$ cat src/include/tx_pcs_pkg.sv
/*
  shared types and constants of the transmit pcs front end: word and
  half-word carriers, symbol width modes, buffer sizing.
  assumes one clock: the low-speed parallel clock, with the fabric
  interface clock at exactly the same frequency.
*/
package tx_pcs_pkg;

  // widest fabric word and widest pcs-to-pma half
  localparam int WORD_W = 40;
  localparam int HALF_W = 20;
  localparam int CTRL_W = 4;
  localparam int HCTRL_W = 2;

  // phase compensation buffer sizing
  localparam int FIFO_DEPTH = 4;
  localparam int FIFO_LVL_W = 3;
  // words held back after reset before reads may start
  localparam logic [2:0] FIFO_PREFILL = 3'h2;

  // field positions of each symbol width
  localparam int W8_LO_MSB = 7;
  localparam int W8_HI_MSB = 15;
  localparam int W10_LO_MSB = 9;
  localparam int W10_HI_MSB = 19;
  localparam int W16_LO_MSB = 15;
  localparam int W16_HI_MSB = 31;
  localparam int W20_LO_MSB = 19;
  localparam int W20_HI_MSB = 39;

  // values after reset
  localparam logic HALF_SEL_RST = 1'b0;

  // pcs-to-pma width: single width 8/10, double width 16/20
  typedef enum logic [1:0] {
    SYM_W8,
    SYM_W10,
    SYM_W16,
    SYM_W20
  } sym_width_t;

  // fabric word: data and its per-half control bits travel together
  typedef struct packed {
    logic [CTRL_W-1:0] ctrl;
    logic [WORD_W-1:0] data;
  } word_t;

  // one half as handed to the encoder or the serializer
  typedef struct packed {
    logic [HCTRL_W-1:0] ctrl;
    logic [HALF_W-1:0]  data;
  } half_t;

endpackage

$ cat src/rtl/tx_phase_fifo.sv
/*
  small show-ahead fifo with registered read data, width and depth as
  parameters, valid and ready on both sides.
  assumes a single clock and a synchronous active-high reset.
*/
`timescale 1ns/10ps
`default_nettype none

module tx_phase_fifo #(
  parameter int WIDTH = 44,
  parameter int DEPTH = 4,
  parameter int LVL_W = 3
) (
  // clock and reset
  input  wire logic             clk,
  input  wire logic             srst,
  // write side
  input  wire logic             wr_valid,
  output logic                  wr_ready,
  input  wire logic [WIDTH-1:0] wr_data,
  // read side
  output logic                  rd_valid,
  input  wire logic             rd_ready,
  output logic [WIDTH-1:0]      rd_data,
  // words held, read register included
  output logic [LVL_W-1:0]      level
);

  localparam int AW = (DEPTH > 1) ? $clog2(DEPTH) : 1;

  logic [WIDTH-1:0] mem [DEPTH];
  logic [AW-1:0]    wr_ptr_reg;
  logic [AW-1:0]    rd_ptr_reg;
  logic [LVL_W-1:0] count_reg;
  logic [LVL_W-1:0] count_next;
  logic             wr_ready_reg;
  logic             rd_valid_reg;
  logic [WIDTH-1:0] rd_data_reg;
  logic             push;
  logic             pop;

  assign push = wr_valid && wr_ready_reg;
  assign pop  = (count_reg != '0) && (!rd_valid_reg || rd_ready);

  always_comb begin
    count_next = count_reg + LVL_W'(push) - LVL_W'(pop);
  end

  // storage
  always_ff @(posedge clk) begin
    if (push) begin
      mem[wr_ptr_reg] <= wr_data;
    end
  end

  // pointers and fill count
  always_ff @(posedge clk) begin
    if (srst) begin
      wr_ptr_reg   <= '0;
      rd_ptr_reg   <= '0;
      count_reg    <= '0;
      wr_ready_reg <= 1'b0;
    end else begin
      if (push) begin
        wr_ptr_reg <= (wr_ptr_reg == AW'(DEPTH - 1)) ? '0 : wr_ptr_reg + 1'b1;
      end
      if (pop) begin
        rd_ptr_reg <= (rd_ptr_reg == AW'(DEPTH - 1)) ? '0 : rd_ptr_reg + 1'b1;
      end
      count_reg    <= count_next;
      wr_ready_reg <= (count_next < LVL_W'(DEPTH));
    end
  end

  // registered read data
  always_ff @(posedge clk) begin
    if (srst) begin
      rd_valid_reg <= 1'b0;
      rd_data_reg  <= '0;
    end else if (pop) begin
      rd_valid_reg <= 1'b1;
      rd_data_reg  <= mem[rd_ptr_reg];
    end else if (rd_ready) begin
      rd_valid_reg <= 1'b0;
    end
  end

  assign wr_ready = wr_ready_reg;
  assign rd_valid = rd_valid_reg;
  assign rd_data  = rd_data_reg;
  assign level    = count_reg + LVL_W'(rd_valid_reg);

  a_fifo_no_overrun : assert property (  // [RULE_01]
    @(posedge clk) disable iff (srst)
    push |-> (count_reg < LVL_W'(DEPTH)))
    else $error("fifo written while holding all its words");

endmodule

`default_nettype wire

$ cat src/rtl/tx_pcs_fifo_byte_serializer.sv
/*
  transmit pcs front end: phase compensation buffer or registered
  bypass stage, then the byte serializer, then routing of each half to
  the line encoder or straight to the serializer.
  assumes the fabric interface clock equals clk (0 ppm, same edge) and
  that configuration inputs change only while srst is held.
*/
`timescale 1ns/10ps
`default_nettype none

// Notes on behaviour
// [RULE_01] buffer holds four words before transmit pcs
// [RULE_02] two modes: phase compensation or registered bypass
// [RULE_03] bypass adds exactly one cycle of latency
// [RULE_04] bypass register runs on parallel clock
// [RULE_05] buffer written fabric side, read pcs side
// [RULE_06] data and control cross the buffer together
// [RULE_07] writer keeps clocks at identical frequency
// [RULE_08] serializer halves width, doubles word rate
// [RULE_09] lower half always leaves before upper half
// [RULE_10] 16-bit input gives two 8-bit halves
// [RULE_11] 20-bit input: bits 9:0 then 19:10
// [RULE_12] 32-bit input: bits 15:0 then 31:16
// [RULE_13] 40-bit input gives two 20-bit halves
// [RULE_14] pma width 8/10/16/20, fabric doubles when split
// [RULE_15] halves go to encoder or direct serializer
// [RULE_16] configurer enables splitting above fabric limit
// [RULE_17] all stages follow the single/double width setting; here only the half select uses it, buffer and bypass carry whole words
// [RULE_18] reads wait until buffer holds a margin
// [RULE_19] half toggle clears at reset, low first
module tx_pcs_fifo_byte_serializer (
  // clock and reset
  input  wire logic                   clk,
  input  wire logic                   srst,
  // configuration
  input  wire logic                   bypass_mode,
  input  wire logic                   byte_ser_en,
  input  wire tx_pcs_pkg::sym_width_t sym_width,
  input  wire logic                   enc_sel,
  // fabric write side
  input  wire logic                   in_valid,
  output logic                        in_ready,
  input  wire tx_pcs_pkg::word_t      in_word,
  // pcs output side
  output logic                        enc_valid,
  output logic                        ser_valid,
  output tx_pcs_pkg::half_t           out_half,
  input  wire logic                   out_ready,
  // status
  output logic                        reads_started,
  output logic                        underrun
);

  // buffer path
  logic                                fifo_wr_valid;
  logic                                fifo_wr_ready;
  logic                                fifo_rd_valid;
  logic                                fifo_rd_ready;
  tx_pcs_pkg::word_t                   fifo_rd_word;
  logic [tx_pcs_pkg::FIFO_LVL_W-1:0]   fifo_level;
  logic                                started_reg;
  logic                                underrun_reg;

  // bypass register
  logic                                byp_valid_reg;
  tx_pcs_pkg::word_t                   byp_word_reg;

  // serializer
  logic                                half_sel_reg;
  tx_pcs_pkg::word_t                   cur_word_reg;
  tx_pcs_pkg::half_t                   out_half_reg;
  logic                                enc_valid_reg;
  logic                                ser_valid_reg;
  logic                                out_free;
  logic                                src_valid;
  tx_pcs_pkg::word_t                   src_word;
  logic                                src_take;
  logic                                in_take;

  // selects one half of a word at the configured symbol width
  function automatic tx_pcs_pkg::half_t pick_half(
    input tx_pcs_pkg::word_t      w,
    input logic                   hi,
    input tx_pcs_pkg::sym_width_t m
  );
    tx_pcs_pkg::half_t h;
    h      = '0;
    h.ctrl = hi ? w.ctrl[3:2] : w.ctrl[1:0];
    case (m)
      // [RULE_10] eight-bit halves
      tx_pcs_pkg::SYM_W8: begin
        h.data = hi ? {12'h000, w.data[tx_pcs_pkg::W8_HI_MSB:8]}
                    : {12'h000, w.data[tx_pcs_pkg::W8_LO_MSB:0]};
      end
      // [RULE_11] ten-bit halves
      tx_pcs_pkg::SYM_W10: begin
        h.data = hi ? {10'h000, w.data[tx_pcs_pkg::W10_HI_MSB:10]}
                    : {10'h000, w.data[tx_pcs_pkg::W10_LO_MSB:0]};
      end
      // [RULE_12] sixteen-bit halves
      tx_pcs_pkg::SYM_W16: begin
        h.data = hi ? {4'h0, w.data[tx_pcs_pkg::W16_HI_MSB:16]}
                    : {4'h0, w.data[tx_pcs_pkg::W16_LO_MSB:0]};
      end
      // [RULE_13] twenty-bit halves
      tx_pcs_pkg::SYM_W20: begin
        h.data = hi ? w.data[tx_pcs_pkg::W20_HI_MSB:20]
                    : w.data[tx_pcs_pkg::W20_LO_MSB:0];
      end
      default: begin
        h.data = '0;
      end
    endcase
    return h;
  endfunction

  // [RULE_02] mode picks buffer or bypass register
  assign fifo_wr_valid = in_valid && !bypass_mode;
  assign in_ready      = bypass_mode ? (!byp_valid_reg || src_take)
                                     : fifo_wr_ready;
  assign in_take       = in_valid && in_ready;

  // [RULE_01] four-word phase compensation buffer
  // [RULE_05] fabric writes, pcs side reads
  // [RULE_06] control bits ride with the data
  tx_phase_fifo #(
    .WIDTH ($bits(tx_pcs_pkg::word_t)),
    .DEPTH (tx_pcs_pkg::FIFO_DEPTH),
    .LVL_W (tx_pcs_pkg::FIFO_LVL_W)
  ) u_phase_fifo (
    .clk      (clk),
    .srst     (srst),
    .wr_valid (fifo_wr_valid),
    .wr_ready (fifo_wr_ready),
    .wr_data  (in_word),
    .rd_valid (fifo_rd_valid),
    .rd_ready (fifo_rd_ready),
    .rd_data  (fifo_rd_word),
    .level    (fifo_level)
  );

  // [RULE_18] hold reads until the margin is filled
  always_ff @(posedge clk) begin
    if (srst) begin
      started_reg <= 1'b0;
    end else if (!bypass_mode && fifo_level >= tx_pcs_pkg::FIFO_PREFILL) begin
      started_reg <= 1'b1;
    end
  end

  // sticky underrun: reads started but nothing to send
  always_ff @(posedge clk) begin
    if (srst) begin
      underrun_reg <= 1'b0;
    end else if (!bypass_mode && started_reg && out_free && !half_sel_reg
                 && !fifo_rd_valid) begin
      underrun_reg <= 1'b1;
    end
  end

  // [RULE_03] single stage, one cycle
  // [RULE_04] clocked by the parallel clock
  always_ff @(posedge clk) begin
    if (srst) begin
      byp_valid_reg <= 1'b0;
      byp_word_reg  <= '0;
    end else if (bypass_mode) begin
      if (in_take) begin
        byp_valid_reg <= 1'b1;
        byp_word_reg  <= in_word;
      end else if (src_take) begin
        byp_valid_reg <= 1'b0;
      end
    end else begin
      byp_valid_reg <= 1'b0;
    end
  end

  // source of words for the serializer
  assign src_valid = bypass_mode ? byp_valid_reg
                                 : (fifo_rd_valid && started_reg);
  assign src_word  = bypass_mode ? byp_word_reg : fifo_rd_word;
  assign out_free  = !(enc_valid_reg || ser_valid_reg) || out_ready;
  assign src_take  = out_free && !half_sel_reg && src_valid;
  assign fifo_rd_ready = !bypass_mode && started_reg && out_free
                         && !half_sel_reg;

  // [RULE_19] half toggle, low half after reset
  // [RULE_08] second cycle per word for the high half
  always_ff @(posedge clk) begin
    if (srst) begin
      half_sel_reg <= tx_pcs_pkg::HALF_SEL_RST;
    end else if (out_free) begin
      if (half_sel_reg) begin
        half_sel_reg <= 1'b0;
      end else if (src_take && byte_ser_en) begin
        half_sel_reg <= 1'b1;
      end
    end
  end

  // word held while its high half waits
  always_ff @(posedge clk) begin
    if (srst) begin
      cur_word_reg <= '0;
    end else if (src_take) begin
      cur_word_reg <= src_word;
    end
  end

  // [RULE_09] low half first, high half next
  // [RULE_14] unsplit words pass at the pma width
  // [RULE_17] width setting used only by the half select; buffer and bypass carry whole words
  always_ff @(posedge clk) begin
    if (srst) begin
      out_half_reg <= '0;
    end else if (out_free) begin
      if (half_sel_reg) begin
        out_half_reg <= pick_half(cur_word_reg, 1'b1, sym_width);
      end else if (src_take) begin
        out_half_reg <= pick_half(src_word, 1'b0, sym_width);
      end
    end
  end

  // [RULE_15] route to encoder or directly to serializer
  always_ff @(posedge clk) begin
    if (srst) begin
      enc_valid_reg <= 1'b0;
      ser_valid_reg <= 1'b0;
    end else if (out_free) begin
      enc_valid_reg <= (half_sel_reg || src_take) && enc_sel;
      ser_valid_reg <= (half_sel_reg || src_take) && !enc_sel;
    end
  end

  assign enc_valid     = enc_valid_reg;
  assign ser_valid     = ser_valid_reg;
  assign out_half      = out_half_reg;
  assign reads_started = started_reg;
  assign underrun      = underrun_reg;

  a_bypass_one_cycle : assert property (  // [RULE_03]
    @(posedge clk) disable iff (srst)
    (bypass_mode && in_take) |=> (byp_valid_reg
      && byp_word_reg == $past(in_word)))
    else $error("bypass stage did not hold the word one cycle later");

  a_high_follows_low : assert property (  // [RULE_09]
    @(posedge clk) disable iff (srst)
    (src_take && byte_ser_en) |=> (half_sel_reg
      && cur_word_reg == $past(src_word)))
    else $error("high half not queued after its low half");

  a_high_half_sent : assert property (  // [RULE_09]
    @(posedge clk) disable iff (srst)
    (half_sel_reg && out_free) |=> (!half_sel_reg && out_half_reg
      == pick_half($past(cur_word_reg), 1'b1, sym_width)))
    else $error("high half did not follow its low half");

  a_low_half_sent : assert property (  // [RULE_09]
    @(posedge clk) disable iff (srst)
    src_take |=> (out_half_reg == pick_half($past(src_word), 1'b0,
      sym_width)))
    else $error("first half out is not the low half");

  a_toggle_after_reset : assert property (  // [RULE_19]
    @(posedge clk)
    $fell(srst) |-> !half_sel_reg)
    else $error("half toggle not cleared by reset");

  a_half_rate_input : assert property (  // [RULE_08]
    @(posedge clk) disable iff (srst)
    (src_take && byte_ser_en) |=> !src_take)
    else $error("new word taken while high half pending");

  a_ctrl_with_data : assert property (  // [RULE_06]
    @(posedge clk) disable iff (srst)
    src_take |=> (out_half_reg.ctrl == $past(src_word.ctrl[1:0])))
    else $error("control bits separated from their data");

  a_route_exclusive : assert property (  // [RULE_15]
    @(posedge clk) disable iff (srst)
    (enc_valid_reg |-> enc_sel) and (ser_valid_reg |-> !enc_sel)
      and !(enc_valid_reg && ser_valid_reg))
    else $error("half routed to the wrong destination");

  a_prefill_wait : assert property (  // [RULE_18]
    @(posedge clk) disable iff (srst)
    (!bypass_mode && !started_reg) |-> !src_take)
    else $error("buffer read before its margin filled");

  a_fifo_mode_clock : assert property (  // [RULE_05]
    @(posedge clk) disable iff (srst)
    (!bypass_mode && in_take) |=> !byp_valid_reg)
    else $error("buffer mode word went to the bypass stage");

endmodule

`default_nettype wire

$ cat config.mk
export PLATFORM = sky130hd
export DESIGN_NAME = tx_pcs_fifo_byte_serializer
export DESIGN_NICKNAME = d
export VERILOG_FILES = /design/src/include/tx_pcs_pkg.sv /design/src/rtl/tx_phase_fifo.sv /design/src/rtl/tx_pcs_fifo_byte_serializer.sv
export SDC_FILE = /design/constraint.sdc
export NUM_CORES = 1
export LEC_CHECK = 0
export ABC_AREA = 1
export BUFFER_PORTS_ARGS = -buffer_cell sky130_fd_sc_hd__buf_4
export CAP_MARGIN = 10
export CORE_MARGIN = 2
export CORE_UTILIZATION = 61
export CTS_CLUSTER_SIZE = 30
export DETAILED_ROUTE_END_ITERATION = 8
export HOLD_SLACK_MARGIN = 0.05
export PLACE_DENSITY = 0.8
export SLEW_MARGIN = 20
export SYNTH_ARGS = -nofsm -noshare
export SYNTH_HDL_FRONTEND = slang
export SYNTH_SLANG_ARGS = --single-unit
$ cat constraint.sdc
create_clock -name clk -period 3.66 [get_ports clk]
set_input_delay 0.366 -clock clk [delete_from_list [all_inputs] [get_ports clk]]
set_output_delay 0.366 -clock clk [all_outputs]
set_load 0.005 [all_outputs]
==> impl_metrics.tcl <==
set metrics [dict create \
    outcome "finished clean" \
    drive_gt1_share_pct 9.38 \
    endpoint "in_ready" \
    die-width_microns 160 \
    rows 57 \
    syn_avg_cell_area_sq_um 8.16 \
    cts_setup_buffers 0 \
    fmax_mhz 422 \
    diodes 0 \
    maxSlewViolCount 0 \
    ios 80 \
    arrival_ns 2.01 \
    synthCells 1816 \
    synth_cell_types 30 \
    antenna_left 0 \
    clockBufferDepth 3 \
    min_period_ns 2.37 \
    fin_nets 1913 \
    yosys.area.top_type "edfxtp_1" \
    grt_max_degree 106 \
    setup_viol 0 \
    grt.total_usage_pct 27.6 \
    cap_violations 0 \
    slew_headroom_pct 29.3 \
    r2r_end "u_phase_fifo.wr_ready$_SDFF_PP0_" \
    clk_pin_slew_worst_paths_ns 0.06 \
    ys_top_cells_by_area "edfxtp_1 36%, dfxtp_1 21%, nand2_1 13%" \
    critPathMaxFanout 30 \
    setup_tns_ns 0 \
    area_growth_pct 12.5 \
    grt_setup_unrepaired "false" \
    gp_congestion 0.871 \
    h-tree-depth 2 \
    postCtsHoldBufs 0 \
    startpoint_type "register" \
    grt_antenna_before_repair 0 \
    cts_tree "yes" \
    place_area_sq_um 15500 \
    floorplan.initialDensity_pct 61.5 \
    period_share_pct 64.8 \
    worstPathRequired_ns 3.29 \
    end_kind "primary output" \
    synth_edf_count 176 \
    vdd_drop_max_mv 0.622 \
    leakagePower_nw 7.61 \
    cts.sinks 335 \
    yosysWarnings 0 \
    clk_latency_ns 0.51 \
    synth-seq-area-share_pct 57.1 \
    syn_area_sq_um 14800 \
    hold_viol_final 0 \
    finalClockSkew_ns 0.0111 \
    wirelength_mm 34.3 \
    yosysMostFrequentCell "nand2_1" \
    coreArea_sq_um 24100 \
    cts_resized 0 \
    worstMarginPinSlew_ns 1.06 \
    drc 0 \
    root_buffer "clkbuf_16" \
    post_drt_wl_per_cell_microns 15.6 \
    largest_register_ffs 176 \
    reg2reg_depth 12 \
    numCtsBuffers 36 \
    cp-startpoint "half_sel_reg$_SDFFE_PP0N_" \
    dr.first_iter.drc_count 987 \
    synth_seq_cells 335 \
    powerDensity_nw_per_um2 646 \
    hpwlAfterDp_mm 20.6 \
    yosys_most_used_dff "edfxtp_1" \
    regToRegSetupSlack_ns 1.33 \
    portBuffers 79 \
    design_area_sq_um 16700 \
    synth_top_area_share_pct 35.7 \
    synth_nets 1878 \
    async_flop_share_pct 0 \
    die_area_sq_um 25600 \
    first_pass_iters 6 \
    synthTopCellsByCount "509 x nand2_1, 252 x inv_1, 203 x nor2_1" \
    overflow 0 \
    via_count 11576 \
    viasPerCell 5.26 \
    r2r-start "half_sel_reg$_SDFFE_PP0N_" \
    critical_path_class "reg -> out" \
    grt_pass1_wl_mm 57.5 \
    holdCritPathClass "in -> reg" \
    die-height_microns 160 \
    grt_pass1_vias 11490 \
]
==> kinds of logic (layout without fill, tap and decap cells) <==
family / count (synthesis) / in the layout / share of synthesized area [%]
buffers and inverters: 363 / 423 / 10.2
AO/OA/AOI/OAI: 190 / 190 / 6.58
XOR/XNOR: 2 / 2 / 0.118
adder cells (fa/ha/maj): 9 / 9 / 0.811
AND/OR/NAND/NOR: 917 / 917 / 25.1
flip-flops: 335 / 335 / 57.1
==> through the flow <==
stage	util [%]	hold WS (ns)	worst slack [ns]	instances	total power, W
finish	69.2	0.0715	1.29	2200	0.0108
global route	69.2	0.0633	1.14	2200	0.0114
CTS	69.2	0.0546	1.27	2200	0.0108
detailed placement	64.4	0.450	0.948	2137	0.00728
global placement	64.4	0.446	0.969	2137	0.00718
floorplan	-	0.436	0.421	1816	0.00662
==> layout make-up <==
cell class | instances | area (sq um)
Multi-Input combinational cell | 1118 | 4880
Fill cell | 1868 | 7440
Clock inverter | 7 | 83.8
Timing Repair Buffer | 102 | 791
Inverter | 258 | 968
Clock buffer | 56 | 1070
Tap cell | 324 | 405
Sequential cell | 335 | 8470
==> per-layer routing <==
layer / global-route usage [%] / wire (microns)
met1: 35.9 / 14600
met2: 49.0 / 17300
met3: 3.40 / 1750
met4: 7.78 / 685
met5: 0 / 0
==> critical path, cell delays in order (launching register included) <==
cell and delay [ns]:
dfxtp_1 0.31, inv_2 0.28, nand2_1 0.09, nand2_1 0.14
buf_4 0.37, o21a_1 0.19, buf_4 0.11
==> worst min-delay path by stage <==
stage	from	end	slack, ns	depth (start not counted)
after floorplan	byp_word_reg[6]$_SDFFE_PP0P_	byp_word_reg[6]$_SDFFE_PP0P_	0.44	2
after global placement	byp_word_reg[3]$_SDFFE_PP0P_	byp_word_reg[3]$_SDFFE_PP0P_	0.45	2
after detailed placement	byp_word_reg[17]$_SDFFE_PP0P_	byp_word_reg[17]$_SDFFE_PP0P_	0.45	2
after CTS	in_word[40]	u_phase_fifo.mem[1][40]$_DFFE_PP_	0.05	1
after global routing	in_word[40]	u_phase_fifo.mem[1][40]$_DFFE_PP_	0.06	1
final	in_word[40]	u_phase_fifo.mem[3][40]$_DFFE_PP_	0.07	1
==> where the power goes <==
part           internal (W)  total [W]  switching, W  leakage (nW)
clock network       0.00215    0.00354       0.00139         0.568
registers           0.00432    0.00454      0.000220          2.89
logic              0.000921    0.00269       0.00177          4.15
total               0.00739     0.0108       0.00338          7.61
==> layout by cell type, fill, tap and decap left out, drive strengths merged <==
cell type,count
a31oi,2
nand2,511
nor2,203
a211oi,1
xnor2,1
nand3,188
edfxtp,176
and2,5
clkinv,6
o211ai,1
dfxtp,159
o21ai,75
o21a,2
clkbuf,56
xor2,1
or2,6
inv,257
fa,1
nor3,4
a21oi,109
bufinv,2
ha,8
buf,102
Note: power is estimated with default switching activity, not from simulation.
